## src/include/spp_pkg.sv

```systemverilog
package spp_pkg;

	// Array geometry and lock granularity
	localparam int SECTORS = 256;
	localparam int SEC_W = 8;
	localparam int SEC_LSB = 17;
	localparam int BP_LSB = 16;
	localparam int BP_W = 9;

	// Frame layout in bytes after the command byte
	localparam logic [3:0] ADDR_BYTES = 4'h4;
	localparam logic [3:0] PMR_BYTES = 4'h2;
	localparam logic [3:0] PW_BYTES = 4'h8;
	localparam logic [3:0] VL_WR_BYTES = 4'h5;
	localparam logic [3:0] NO_BYTES = 4'h0;
	localparam logic [3:0] CNT_MAX = 4'hf;

	// Protection-mode register: active bits [2:1], the rest read as one
	localparam logic [2:1] PMR_ACTIVE_RESET = 2'h3;
	localparam logic [12:0] PMR_RSVD_HI = 13'h1fff;
	localparam logic PMR_RSVD_LO = 1'h1;
	localparam int PMR_PW_BIT = 2;
	localparam int PMR_SP_BIT = 1;

	// Password, freeze flag and lock byte encodings
	localparam logic [63:0] PW_RESET = 64'hffff_ffff_ffff_ffff;
	localparam logic FRZ_RESET = 1'h1;
	localparam logic [6:0] FRZ_RSVD = 7'h00;
	localparam logic [7:0] NVL_LOCKED = 8'h00;
	localparam logic [7:0] NVL_OPEN = 8'hff;
	localparam logic [7:0] PW_HIDDEN = 8'hff;
	localparam logic [5:0] VL_RSVD = 6'h00;
	localparam int VL_WP_BIT = 0;
	localparam int VL_LD_BIT = 1;

	// Command codes
	localparam logic [7:0] CMD_RD_PMR = 8'h2d;
	localparam logic [7:0] CMD_WR_PMR = 8'h2c;
	localparam logic [7:0] CMD_RD_FRZ = 8'ha7;
	localparam logic [7:0] CMD_WR_FRZ = 8'ha6;
	localparam logic [7:0] CMD_UNLOCK = 8'he9;
	localparam logic [7:0] CMD_RD_PW = 8'he7;
	localparam logic [7:0] CMD_WR_PW = 8'he8;
	localparam logic [7:0] CMD_RD_NVL = 8'he2;
	localparam logic [7:0] CMD_WR_NVL = 8'he3;
	localparam logic [7:0] CMD_ER_NVL = 8'he4;
	localparam logic [7:0] CMD_RD_VL = 8'he0;
	localparam logic [7:0] CMD_WR_VL = 8'he1;
	localparam logic [7:0] CMD_PROG = 8'h02;
	localparam logic [7:0] CMD_ERASE = 8'hdc;

	// Command decoder states
	typedef enum logic [0:0] {
		ST_WAIT_CMD = 1'b0,
		ST_BODY = 1'b1
	} cmd_state_t;

endpackage

```

## src/include/link_bus_if.sv

```systemverilog
`timescale 1ns/1ns
`default_nettype none

// Byte stream between the link front end and the command core
interface link_bus_if;
	logic byte_stb;
	logic [7:0] byte_data;
	logic frame_end;
	logic [7:0] tx_byte;
	logic tx_en;

	modport shifter(output byte_stb, output byte_data, output frame_end,
		input tx_byte, input tx_en);
	modport core(input byte_stb, input byte_data, input frame_end,
		output tx_byte, output tx_en);
endinterface

`default_nettype wire

```

## src/core/sector_password_protection.sv

```systemverilog
// Functional notes
// - Sixteen-bit protection-mode register; only bits 2:1 active, others read one.
// - Freeze flag at zero guards all persistent lock bits against change.
// - One persistent lock bit per 128KB sector; locked until erased.
// - One temporary lock bit per 128KB sector; cleared by hard and soft reset.
// - Lock bits always cover 128KB; range protection uses 64KB steps.
// - Bit 2 one-time; zero enables password mode, hides and freezes password.
// - Bit 1 one-time; zero selects no-password mode, bit 2 stays one.
// - At most one of bits 2 and 1 ever reaches zero.
// - Host sets password first; password changes are refused once password mode is set.
// - In password mode freeze returns to one only with right password.
// - Persistent lock bits changeable in either mode, subject to freeze.
// - Factory state: all persistent lock bits unlocked.
// - Freeze register bits 7:1 read zero; bit 0 zero refuses persistent lock edits.
// - A read command returns the freeze flag.
// - Password mode: freeze comes out of every reset locked.
// - In password mode, unlock with correct password sets freeze flag to one.
// - Freeze-write command clears freeze flag to zero.
// - Persistent lock reads 00h when locked, FFh when open.
// - Persistent lock bits program singly, erase only all together.
// - Temporary lock write acts only while its lockdown bit is zero.
`timescale 1ns/1ns
`default_nettype none

module sector_password_protection import spp_pkg::*; (
	// Clock and resets
	input wire logic i_ref_clk,
	input wire logic i_rst,
	input wire logic i_soft_reset,
	input wire logic i_factory_init,
	// Command link
	input wire logic i_link_clk,
	input wire logic i_link_cs_n,
	input wire logic [7:0] i_link_dq,
	output logic [7:0] o_link_dq,
	output logic o_link_dq_oe,
	// Range protection from the block protect decoder
	input wire logic i_bp_en,
	input wire logic [BP_W-1:0] i_bp_lo_64k,
	input wire logic [BP_W-1:0] i_bp_hi_64k,
	// Array operation verdicts
	output logic o_array_grant,
	output logic o_array_refuse,
	output logic [31:0] o_array_addr,
	// Status
	output logic [15:0] o_prot_mode,
	output logic o_freeze
);

	// Commands that carry a four-byte address
	function automatic logic has_addr(input logic [7:0] c);
		has_addr = (c == CMD_RD_NVL) || (c == CMD_WR_NVL) ||
			(c == CMD_RD_VL) || (c == CMD_WR_VL) ||
			(c == CMD_PROG) || (c == CMD_ERASE);
	endfunction

	link_bus_if lb();

	link_shifter u_shift (
		.i_ref_clk(i_ref_clk),
		.i_rst(i_rst),
		.i_link_clk(i_link_clk),
		.i_link_cs_n(i_link_cs_n),
		.i_link_dq(i_link_dq),
		.o_link_dq(o_link_dq),
		.o_link_dq_oe(o_link_dq_oe),
		.bus(lb.shifter)
	);

	// Nonvolatile state
	logic [2:1] pmr_reg, pmr_next;
	logic [63:0] pw_reg, pw_next;
	logic [SECTORS-1:0] nvl_reg, nvl_next;
	// Volatile state
	cmd_state_t state_reg, state_next;
	logic [7:0] cmd_reg, cmd_next;
	logic [3:0] cnt_reg, cnt_next;
	logic [31:0] addr_reg, addr_next;
	logic [63:0] data_reg, data_next;
	logic frz_reg, frz_next;
	logic init_reg, init_next;
	logic [SECTORS-1:0] vwp_reg, vwp_next;
	logic [SECTORS-1:0] vld_reg, vld_next;
	logic grant_reg, grant_next;
	logic refuse_reg, refuse_next;
	logic [31:0] arr_addr_reg, arr_addr_next;

	logic pw_mode;
	logic [SEC_W-1:0] sec;
	logic [BP_W-1:0] blk64;
	logic bp_hit;
	logic sec_prot;
	logic exec;
	logic [3:0] idx;
	logic [2:1] pmr_try;
	logic pw_match;
	logic unlock_ok;

	// Sector lock index is 128KB, range check is 64KB
	assign sec = addr_reg[SEC_LSB +: SEC_W];
	assign blk64 = addr_reg[BP_LSB +: BP_W];
	assign bp_hit = i_bp_en && (blk64 >= i_bp_lo_64k) &&
		(blk64 <= i_bp_hi_64k);
	assign sec_prot = ~nvl_reg[sec] | vwp_reg[sec] | bp_hit;
	assign pw_mode = ~pmr_reg[PMR_PW_BIT];
	assign exec = lb.frame_end && (state_reg == ST_BODY);
	assign idx = has_addr(cmd_reg) ? cnt_reg - ADDR_BYTES : cnt_reg;
	assign pmr_try = pmr_reg & data_reg[2:1];
	assign pw_match = (data_reg == pw_reg);
	assign unlock_ok = exec && (cmd_reg == CMD_UNLOCK) &&
		(cnt_reg == PW_BYTES) && pw_mode && pw_match;

	// Read data presented on the link
	always_comb begin
		lb.tx_byte = 8'h00;
		lb.tx_en = 1'b0;
		if (state_reg == ST_BODY && (!has_addr(cmd_reg) ||
			cnt_reg >= ADDR_BYTES)) begin
			lb.tx_en = 1'b1;
			case (cmd_reg)
			CMD_RD_PMR: begin
				lb.tx_byte = (idx == 4'h0) ? o_prot_mode[15:8] :
					o_prot_mode[7:0];
			end
			CMD_RD_FRZ: begin
				lb.tx_byte = {FRZ_RSVD, frz_reg};
			end
			CMD_RD_PW: begin
				lb.tx_byte = pw_mode ? PW_HIDDEN :
					pw_reg[8*(7-idx[2:0]) +: 8];
			end
			CMD_RD_NVL: begin
				lb.tx_byte = nvl_reg[sec] ? NVL_OPEN : NVL_LOCKED;
			end
			CMD_RD_VL: begin
				lb.tx_byte = {VL_RSVD, vld_reg[sec], vwp_reg[sec]};
			end
			default: begin
				lb.tx_en = 1'b0;
			end
			endcase
		end
	end

	// Nonvolatile next values, applied at frame end
	always_comb begin
		pmr_next = pmr_reg;
		pw_next = pw_reg;
		nvl_next = nvl_reg;
		if (exec) begin
			case (cmd_reg)
			CMD_WR_PMR: begin
				// Only one-to-zero, never both zero
				if (cnt_reg == PMR_BYTES && pmr_try != 2'h0) begin
					pmr_next = pmr_try;
				end
			end
			CMD_WR_PW: begin
				if (cnt_reg == PW_BYTES && !pw_mode) begin
					pw_next = data_reg;
				end
			end
			CMD_WR_NVL: begin
				// Mode bit 1 plays no part here
				if (cnt_reg == ADDR_BYTES && frz_reg) begin
					nvl_next[sec] = 1'b0;
				end
			end
			CMD_ER_NVL: begin
				if (cnt_reg == NO_BYTES && frz_reg) begin
					nvl_next = '1;
				end
			end
			default: begin
			end
			endcase
		end
	end

	// Nonvolatile registers, blank only at factory initialisation
	always_ff @(posedge i_ref_clk or posedge i_factory_init) begin
		if (i_factory_init) begin
			pmr_reg <= PMR_ACTIVE_RESET;
			pw_reg <= PW_RESET;
			nvl_reg <= '1;
		end else begin
			pmr_reg <= pmr_next;
			pw_reg <= pw_next;
			nvl_reg <= nvl_next;
		end
	end

	// Decoder, freeze flag and temporary locks
	always_comb begin
		state_next = state_reg;
		cmd_next = cmd_reg;
		cnt_next = cnt_reg;
		addr_next = addr_reg;
		data_next = data_reg;
		frz_next = frz_reg;
		init_next = 1'b1;
		vwp_next = vwp_reg;
		vld_next = vld_reg;
		grant_next = 1'b0;
		refuse_next = 1'b0;
		arr_addr_next = arr_addr_reg;
		if (lb.byte_stb) begin
			if (state_reg == ST_WAIT_CMD) begin
				state_next = ST_BODY;
				cmd_next = lb.byte_data;
				cnt_next = 4'h0;
			end else begin
				if (has_addr(cmd_reg) && cnt_reg < ADDR_BYTES) begin
					addr_next = {addr_reg[23:0], lb.byte_data};
				end else begin
					data_next = {data_reg[55:0], lb.byte_data};
				end
				if (cnt_reg != CNT_MAX) begin
					cnt_next = cnt_reg + 4'h1;
				end
			end
		end
		if (lb.frame_end) begin
			state_next = ST_WAIT_CMD;
		end
		if (exec) begin
			case (cmd_reg)
			CMD_WR_FRZ: begin
				if (cnt_reg == NO_BYTES) begin
					frz_next = 1'b0;
				end
			end
			CMD_UNLOCK: begin
				if (unlock_ok) begin
					frz_next = 1'b1;
				end
			end
			CMD_WR_VL: begin
				if (cnt_reg == VL_WR_BYTES && !vld_reg[sec]) begin
					vwp_next[sec] = data_reg[VL_WP_BIT];
					vld_next[sec] = data_reg[VL_LD_BIT];
				end
			end
			CMD_PROG, CMD_ERASE: begin
				if (cnt_reg == ADDR_BYTES) begin
					grant_next = ~sec_prot;
					refuse_next = sec_prot;
					arr_addr_next = addr_reg;
				end
			end
			default: begin
			end
			endcase
		end
		// Reset behaviour of volatile protection
		if (i_soft_reset || !init_reg) begin
			frz_next = ~pw_mode;
			vwp_next = '0;
			vld_next = '0;
		end
	end

	// Volatile registers
	always_ff @(posedge i_ref_clk or posedge i_rst) begin
		if (i_rst) begin
			state_reg <= ST_WAIT_CMD;
			cmd_reg <= 8'h00;
			cnt_reg <= 4'h0;
			addr_reg <= 32'h0000_0000;
			data_reg <= 64'h0000_0000_0000_0000;
			frz_reg <= FRZ_RESET;
			init_reg <= 1'b0;
			vwp_reg <= '0;
			vld_reg <= '0;
			grant_reg <= 1'b0;
			refuse_reg <= 1'b0;
			arr_addr_reg <= 32'h0000_0000;
		end else begin
			state_reg <= state_next;
			cmd_reg <= cmd_next;
			cnt_reg <= cnt_next;
			addr_reg <= addr_next;
			data_reg <= data_next;
			frz_reg <= frz_next;
			init_reg <= init_next;
			vwp_reg <= vwp_next;
			vld_reg <= vld_next;
			grant_reg <= grant_next;
			refuse_reg <= refuse_next;
			arr_addr_reg <= arr_addr_next;
		end
	end

	// Outputs
	assign o_prot_mode = {PMR_RSVD_HI, pmr_reg, PMR_RSVD_LO};
	assign o_freeze = frz_reg;
	assign o_array_grant = grant_reg;
	assign o_array_refuse = refuse_reg;
	assign o_array_addr = arr_addr_reg;
endmodule

`default_nettype wire

```

## src/core/link_shifter.sv

```systemverilog
`timescale 1ns/1ns
`default_nettype none

module link_shifter (
	// Clock and reset
	input wire logic i_ref_clk,
	input wire logic i_rst,
	// Link pins
	input wire logic i_link_clk,
	input wire logic i_link_cs_n,
	input wire logic [7:0] i_link_dq,
	output logic [7:0] o_link_dq,
	output logic o_link_dq_oe,
	// Byte stream to the core
	link_bus_if.shifter bus
);

	logic [9:0] sync1_reg, sync1_next;
	logic [9:0] sync2_reg, sync2_next;
	logic clk_d_reg, clk_d_next;
	logic cs_d_reg, cs_d_next;
	logic [7:0] dq_reg, dq_next;
	logic oe_reg, oe_next;
	logic rise;
	logic fall;
	logic active;

	// Edges of the sampled link clock, frame from sampled select
	assign rise = sync2_reg[9] & ~clk_d_reg;
	assign fall = ~sync2_reg[9] & clk_d_reg;
	assign active = ~sync2_reg[8];

	// Two-stage sampling, then output byte launched on falling edges
	always_comb begin
		sync1_next = {i_link_clk, i_link_cs_n, i_link_dq};
		sync2_next = sync1_reg;
		clk_d_next = sync2_reg[9];
		cs_d_next = sync2_reg[8];
		dq_next = dq_reg;
		oe_next = oe_reg;
		if (!active) begin
			oe_next = 1'b0;
		end else if (fall) begin
			dq_next = bus.tx_byte;
			oe_next = bus.tx_en;
		end
	end

	// Registers of the front end
	always_ff @(posedge i_ref_clk or posedge i_rst) begin
		if (i_rst) begin
			// Link clock idles low, select idles high: no false edge
			sync1_reg <= 10'h100;
			sync2_reg <= 10'h100;
			clk_d_reg <= 1'b0;
			cs_d_reg <= 1'b1;
			dq_reg <= 8'h00;
			oe_reg <= 1'b0;
		end else begin
			sync1_reg <= sync1_next;
			sync2_reg <= sync2_next;
			clk_d_reg <= clk_d_next;
			cs_d_reg <= cs_d_next;
			dq_reg <= dq_next;
			oe_reg <= oe_next;
		end
	end

	// Stream outputs
	assign bus.byte_stb = rise & active;
	assign bus.byte_data = sync2_reg[7:0];
	assign bus.frame_end = sync2_reg[8] & ~cs_d_reg;
	assign o_link_dq = dq_reg;
	assign o_link_dq_oe = oe_reg;

endmodule

`default_nettype wire

```

## config.mk

```make
export PLATFORM = sky130hd
export DESIGN_NAME = sector_password_protection
export DESIGN_NICKNAME = d
export VERILOG_FILES = /design/src/include/spp_pkg.sv /design/src/include/link_bus_if.sv /design/src/core/sector_password_protection.sv /design/src/core/link_shifter.sv
export SDC_FILE = /design/constraint.sdc
export NUM_CORES = 2
export LEC_CHECK = 0
export ABC_AREA = 1
export CORE_MARGIN = 5
export CORE_UTILIZATION = 46
export CTS_BUF_LIST = sky130_fd_sc_hd__clkbuf_16
export CTS_CLUSTER_DIAMETER = 50
export CTS_CLUSTER_SIZE = 10
export DETAILED_ROUTE_END_ITERATION = 12
export DONT_BUFFER_PORTS = 1
export PLACE_DENSITY = 0.59
export SETUP_SLACK_MARGIN = 0.1
export SLEW_MARGIN = 30
export SYNTH_ARGS = -nofsm -noshare
export SYNTH_HDL_FRONTEND = slang
export SYNTH_SLANG_ARGS = --single-unit
```

## constraint.sdc

```tcl
create_clock -name i_ref_clk -period 28.6 [get_ports i_ref_clk]
set_input_delay 8.58 -clock i_ref_clk [delete_from_list [all_inputs] [get_ports i_ref_clk]]
set_output_delay 8.58 -clock i_ref_clk [all_outputs]
set_load 0.05 [all_outputs]
```

==> flow_summary.json <==
{
  "outcome": "finished clean",
  "syn_inst": 6687,
  "final_cell_mix": "nand2_1 (2,664), nand3_1 (723), dfrtp_1 (682), o21ai_1 (497), nor2_1 (402)",
  "critPathLaunchType": "input pin",
  "r2r_end": "vwp_reg[110]",
  "antennaDiodeCount": 0,
  "hold_path.class": "flip-flop to flip-flop",
  "grt-ovfl-total": 0,
  "chipHeight_um": 349.5,
  "rows": 124,
  "hold_violations": 0,
  "fin_worst_skew_ps": 32.33,
  "finalNetCount": 6528,
  "cts_tree": "yes",
  "die_width_um": 349.5,
  "tightest_slew_ps": 1140,
  "drive_above_1_share": 0.1276,
  "clockRootBuffer": "clkbuf_16",
  "port_buffers": 0,
  "worstReg2RegStart": "cnt_reg[1]",
  "synth_ff_type": "dfrtp_1",
  "rrSetupSlack_ps": 23030,
  "core_sq_mm": 0.1143,
  "grt_pass1_wl_um": 260400,
  "final_common_cell": "nand2_1",
  "htreeDepth": 4,
  "num_vias": 44895,
  "hpwlAfterDp_um": 95240,
  "post-cts-setup-buffers": 0,
  "finalPower_mw": 3.297,
  "ys_seq_area_frac": 0.4844,
  "startpoint": "i_soft_reset",
  "wl_per_cell_um": 20.36,
  "grt_max_degree": 213,
  "fill_cells": 11017,
  "relSlewSlack": 0.2399,
  "max-vdd-ir-drop_mv": 0.05664,
  "max_freq_mhz": 95.36,
  "setup_tns_ps": 0,
  "rsz0062_at_grt": "no",
  "synth_area_sq_mm": 0.05301,
  "avgSynthCellArea_sq_um": 7.928,
  "drv.max_cap_violation_count": 0,
  "crit_type": "input pin to flip-flop",
  "cts_made_buffers": 138,
  "power-per-cell-area_mw_per_mm2": 56.84,
  "setup_viol": 0,
  "place.gp.congestion": 0.8412,
  "synthArstFlopShare": 1.000,
  "leakagePower_nw": 25.07,
  "first_pass_iters": 6,
  "crit_path_max_fanout": 82,
  "ant_nets": 0,
  "cts_hold_buf": 0,
  "drt_iter0_markers": 4375,
  "yosysUniqueCellTypes": 42,
  "synth_warnings": 0,
  "io_pins": 93,
  "clock_latency_ps": 770,
  "critPathRequiredTime_ps": 29200,
  "start_util": 0.4636,
  "drc": 0,
  "post-route-period-util": 0.3666,
  "reg2reg_depth": 12,
  "grt_pass1_vias": 43749,
  "syn_to_final_growth_pct": 9.417,
  "cts.sinks": 1010,
  "crit_end": "vld_reg[254]",
  "clkSlewWorstSetupHoldPaths_ps": 60,
  "post_cts_resized": 0,
  "final.min_clock_period_ps": 10490,
  "yosys_register_bits": 1010,
  "grt_use_total": 0.2686,
  "die-area_sq_mm": 0.1221,
  "endpoint_kind": "flip-flop",
  "slew_viol_final": 0,
  "wirelength_um": 164800,
  "antenna_found_initial": 3,
  "synth-edff-count": 0,
  "cp.arrival_ps": 11090,
  "clock_path_buffers": 3,
  "viasPerCell": 5.546
}
-- cells in the mapped netlist, types with 2 or more instances --
cell type / n / area share
o21ai_0: 299 / 0.028
clkbuf_1: 252 / 0.018
a221oi_1: 6 / 0.00099
nor4_1: 10 / 0.0012
buf_12: 22 / 0.0083
buf_2: 84 / 0.0079
a21oi_1: 31 / 0.0029
a211oi_1: 5 / 0.00071
inv_1: 209 / 0.015
inv_2: 3 / 0.00021
dfstp_2: 326 / 0.16
buf_6: 10 / 0.0021
buf_1: 71 / 0.0050
ha_1: 26 / 0.0061
o41ai_1: 2 / 0.00033
nand3_1: 724 / 0.068
dfrtp_1: 684 / 0.32
nand2_1: 2669 / 0.19
clkinv_1: 6 / 0.00042
nand2_2: 2 / 0.00024
o22ai_1: 24 / 0.0028
a31oi_1: 3 / 0.00035
mux2_2: 10 / 0.0021
o2111ai_1: 3 / 0.00050
nor3_1: 10 / 0.00094
o21ai_1: 497 / 0.047
nor2_1: 407 / 0.029
xor2_1: 10 / 0.0017
nand3_4: 200 / 0.066
nand4_1: 48 / 0.0057
buf_4: 19 / 0.0027
xnor2_1: 4 / 0.00066
a21boi_0: 2 / 0.00028
-- worst min-delay path by stage --
stage / slack (ps) / to / depth (start not counted) / start
6_report: 350 / u_shift.sync2_reg[3] / 0 / u_shift.sync1_reg[3]
5_1_grt: 360 / u_shift.sync2_reg[3] / 0 / u_shift.sync1_reg[3]
4_1_cts: 350 / u_shift.sync2_reg[3] / 0 / u_shift.sync1_reg[3]
3_5_place_dp: 340 / u_shift.sync2_reg[3] / 0 / u_shift.sync1_reg[3]
3_3_place_gp: 330 / u_shift.sync2_reg[5] / 0 / u_shift.sync1_reg[5]
2_1_floorplan: 330 / u_shift.sync2_reg[0] / 0 / u_shift.sync1_reg[0]
-- power by group --
part	leakage (nW)	switching [mW]	internal [mW]
Clock	2.26	0.673	0.959
Combinational	9.98	0.157	0.0409
Sequential	12.8	0.0175	1.45
Total	25.1	0.847	2.45
-- logic make-up after synthesis --
| group | count (synthesis) | share of synthesized area |
|---|---|---|
| buf+inv | 676 | 0.05936 |
| simple gates | 4073 | 0.3607 |
| compound gates | 877 | 0.08482 |
| xor+xnor | 14 | 0.002313 |
| fa+ha+maj | 26 | 0.006136 |
| mux | 10 | 0.002124 |
| flops | 1010 | 0.4844 |
| other cells | 1 | 0.00007074 |
-- per-layer routing --
metal  vias up  GRT usage  part of all wire
met2      1430     0.4278              0.46
li1      21359          -                 -
met4         2    0.07732             0.026
met3       264    0.04377             0.066
met5         -          0           0.00030
met1     21840     0.3815              0.45
-- metrics by stage --
step	setup WS [ps]	hold slack [ps]	cells	cell area (sq um)	util
6_report	18110	346.9	8095	58010	0.5073
3_5_place_dp	17080	336.5	7837	53550	0.4683
3_3_place_gp	17100	334.4	7836	53490	0.4678
2_1_floorplan	736.7	331.2	6701	53070	-
5_1_grt	17980	356.4	8095	58010	0.5073
4_1_cts	17900	349.1	8091	57860	0.5061
-- critical path, stage by stage --
cell,delay (ps)
nor2_4,20
buf_4,270
nand2_4,560
buf_4,680
buf_6,680
o21ai_0,180
-- layout make-up --
| type | count | area (sq um) | share of cell area |
|---|---|---|---|
| inverter | 218 | 855.8 | 0.01475 |
| clock buffer | 139 | 3478 | 0.05997 |
| clock inverter | 115 | 838.3 | 0.01445 |
| multi-input combinational | 5015 | 24350 | 0.4198 |
| sequential | 1010 | 25690 | 0.4429 |
| tap | 1512 | 1892 | 0.03261 |
| timing repair buffer | 86 | 899.6 | 0.01551 |
Note: power is estimated with default switching activity, not from simulation.
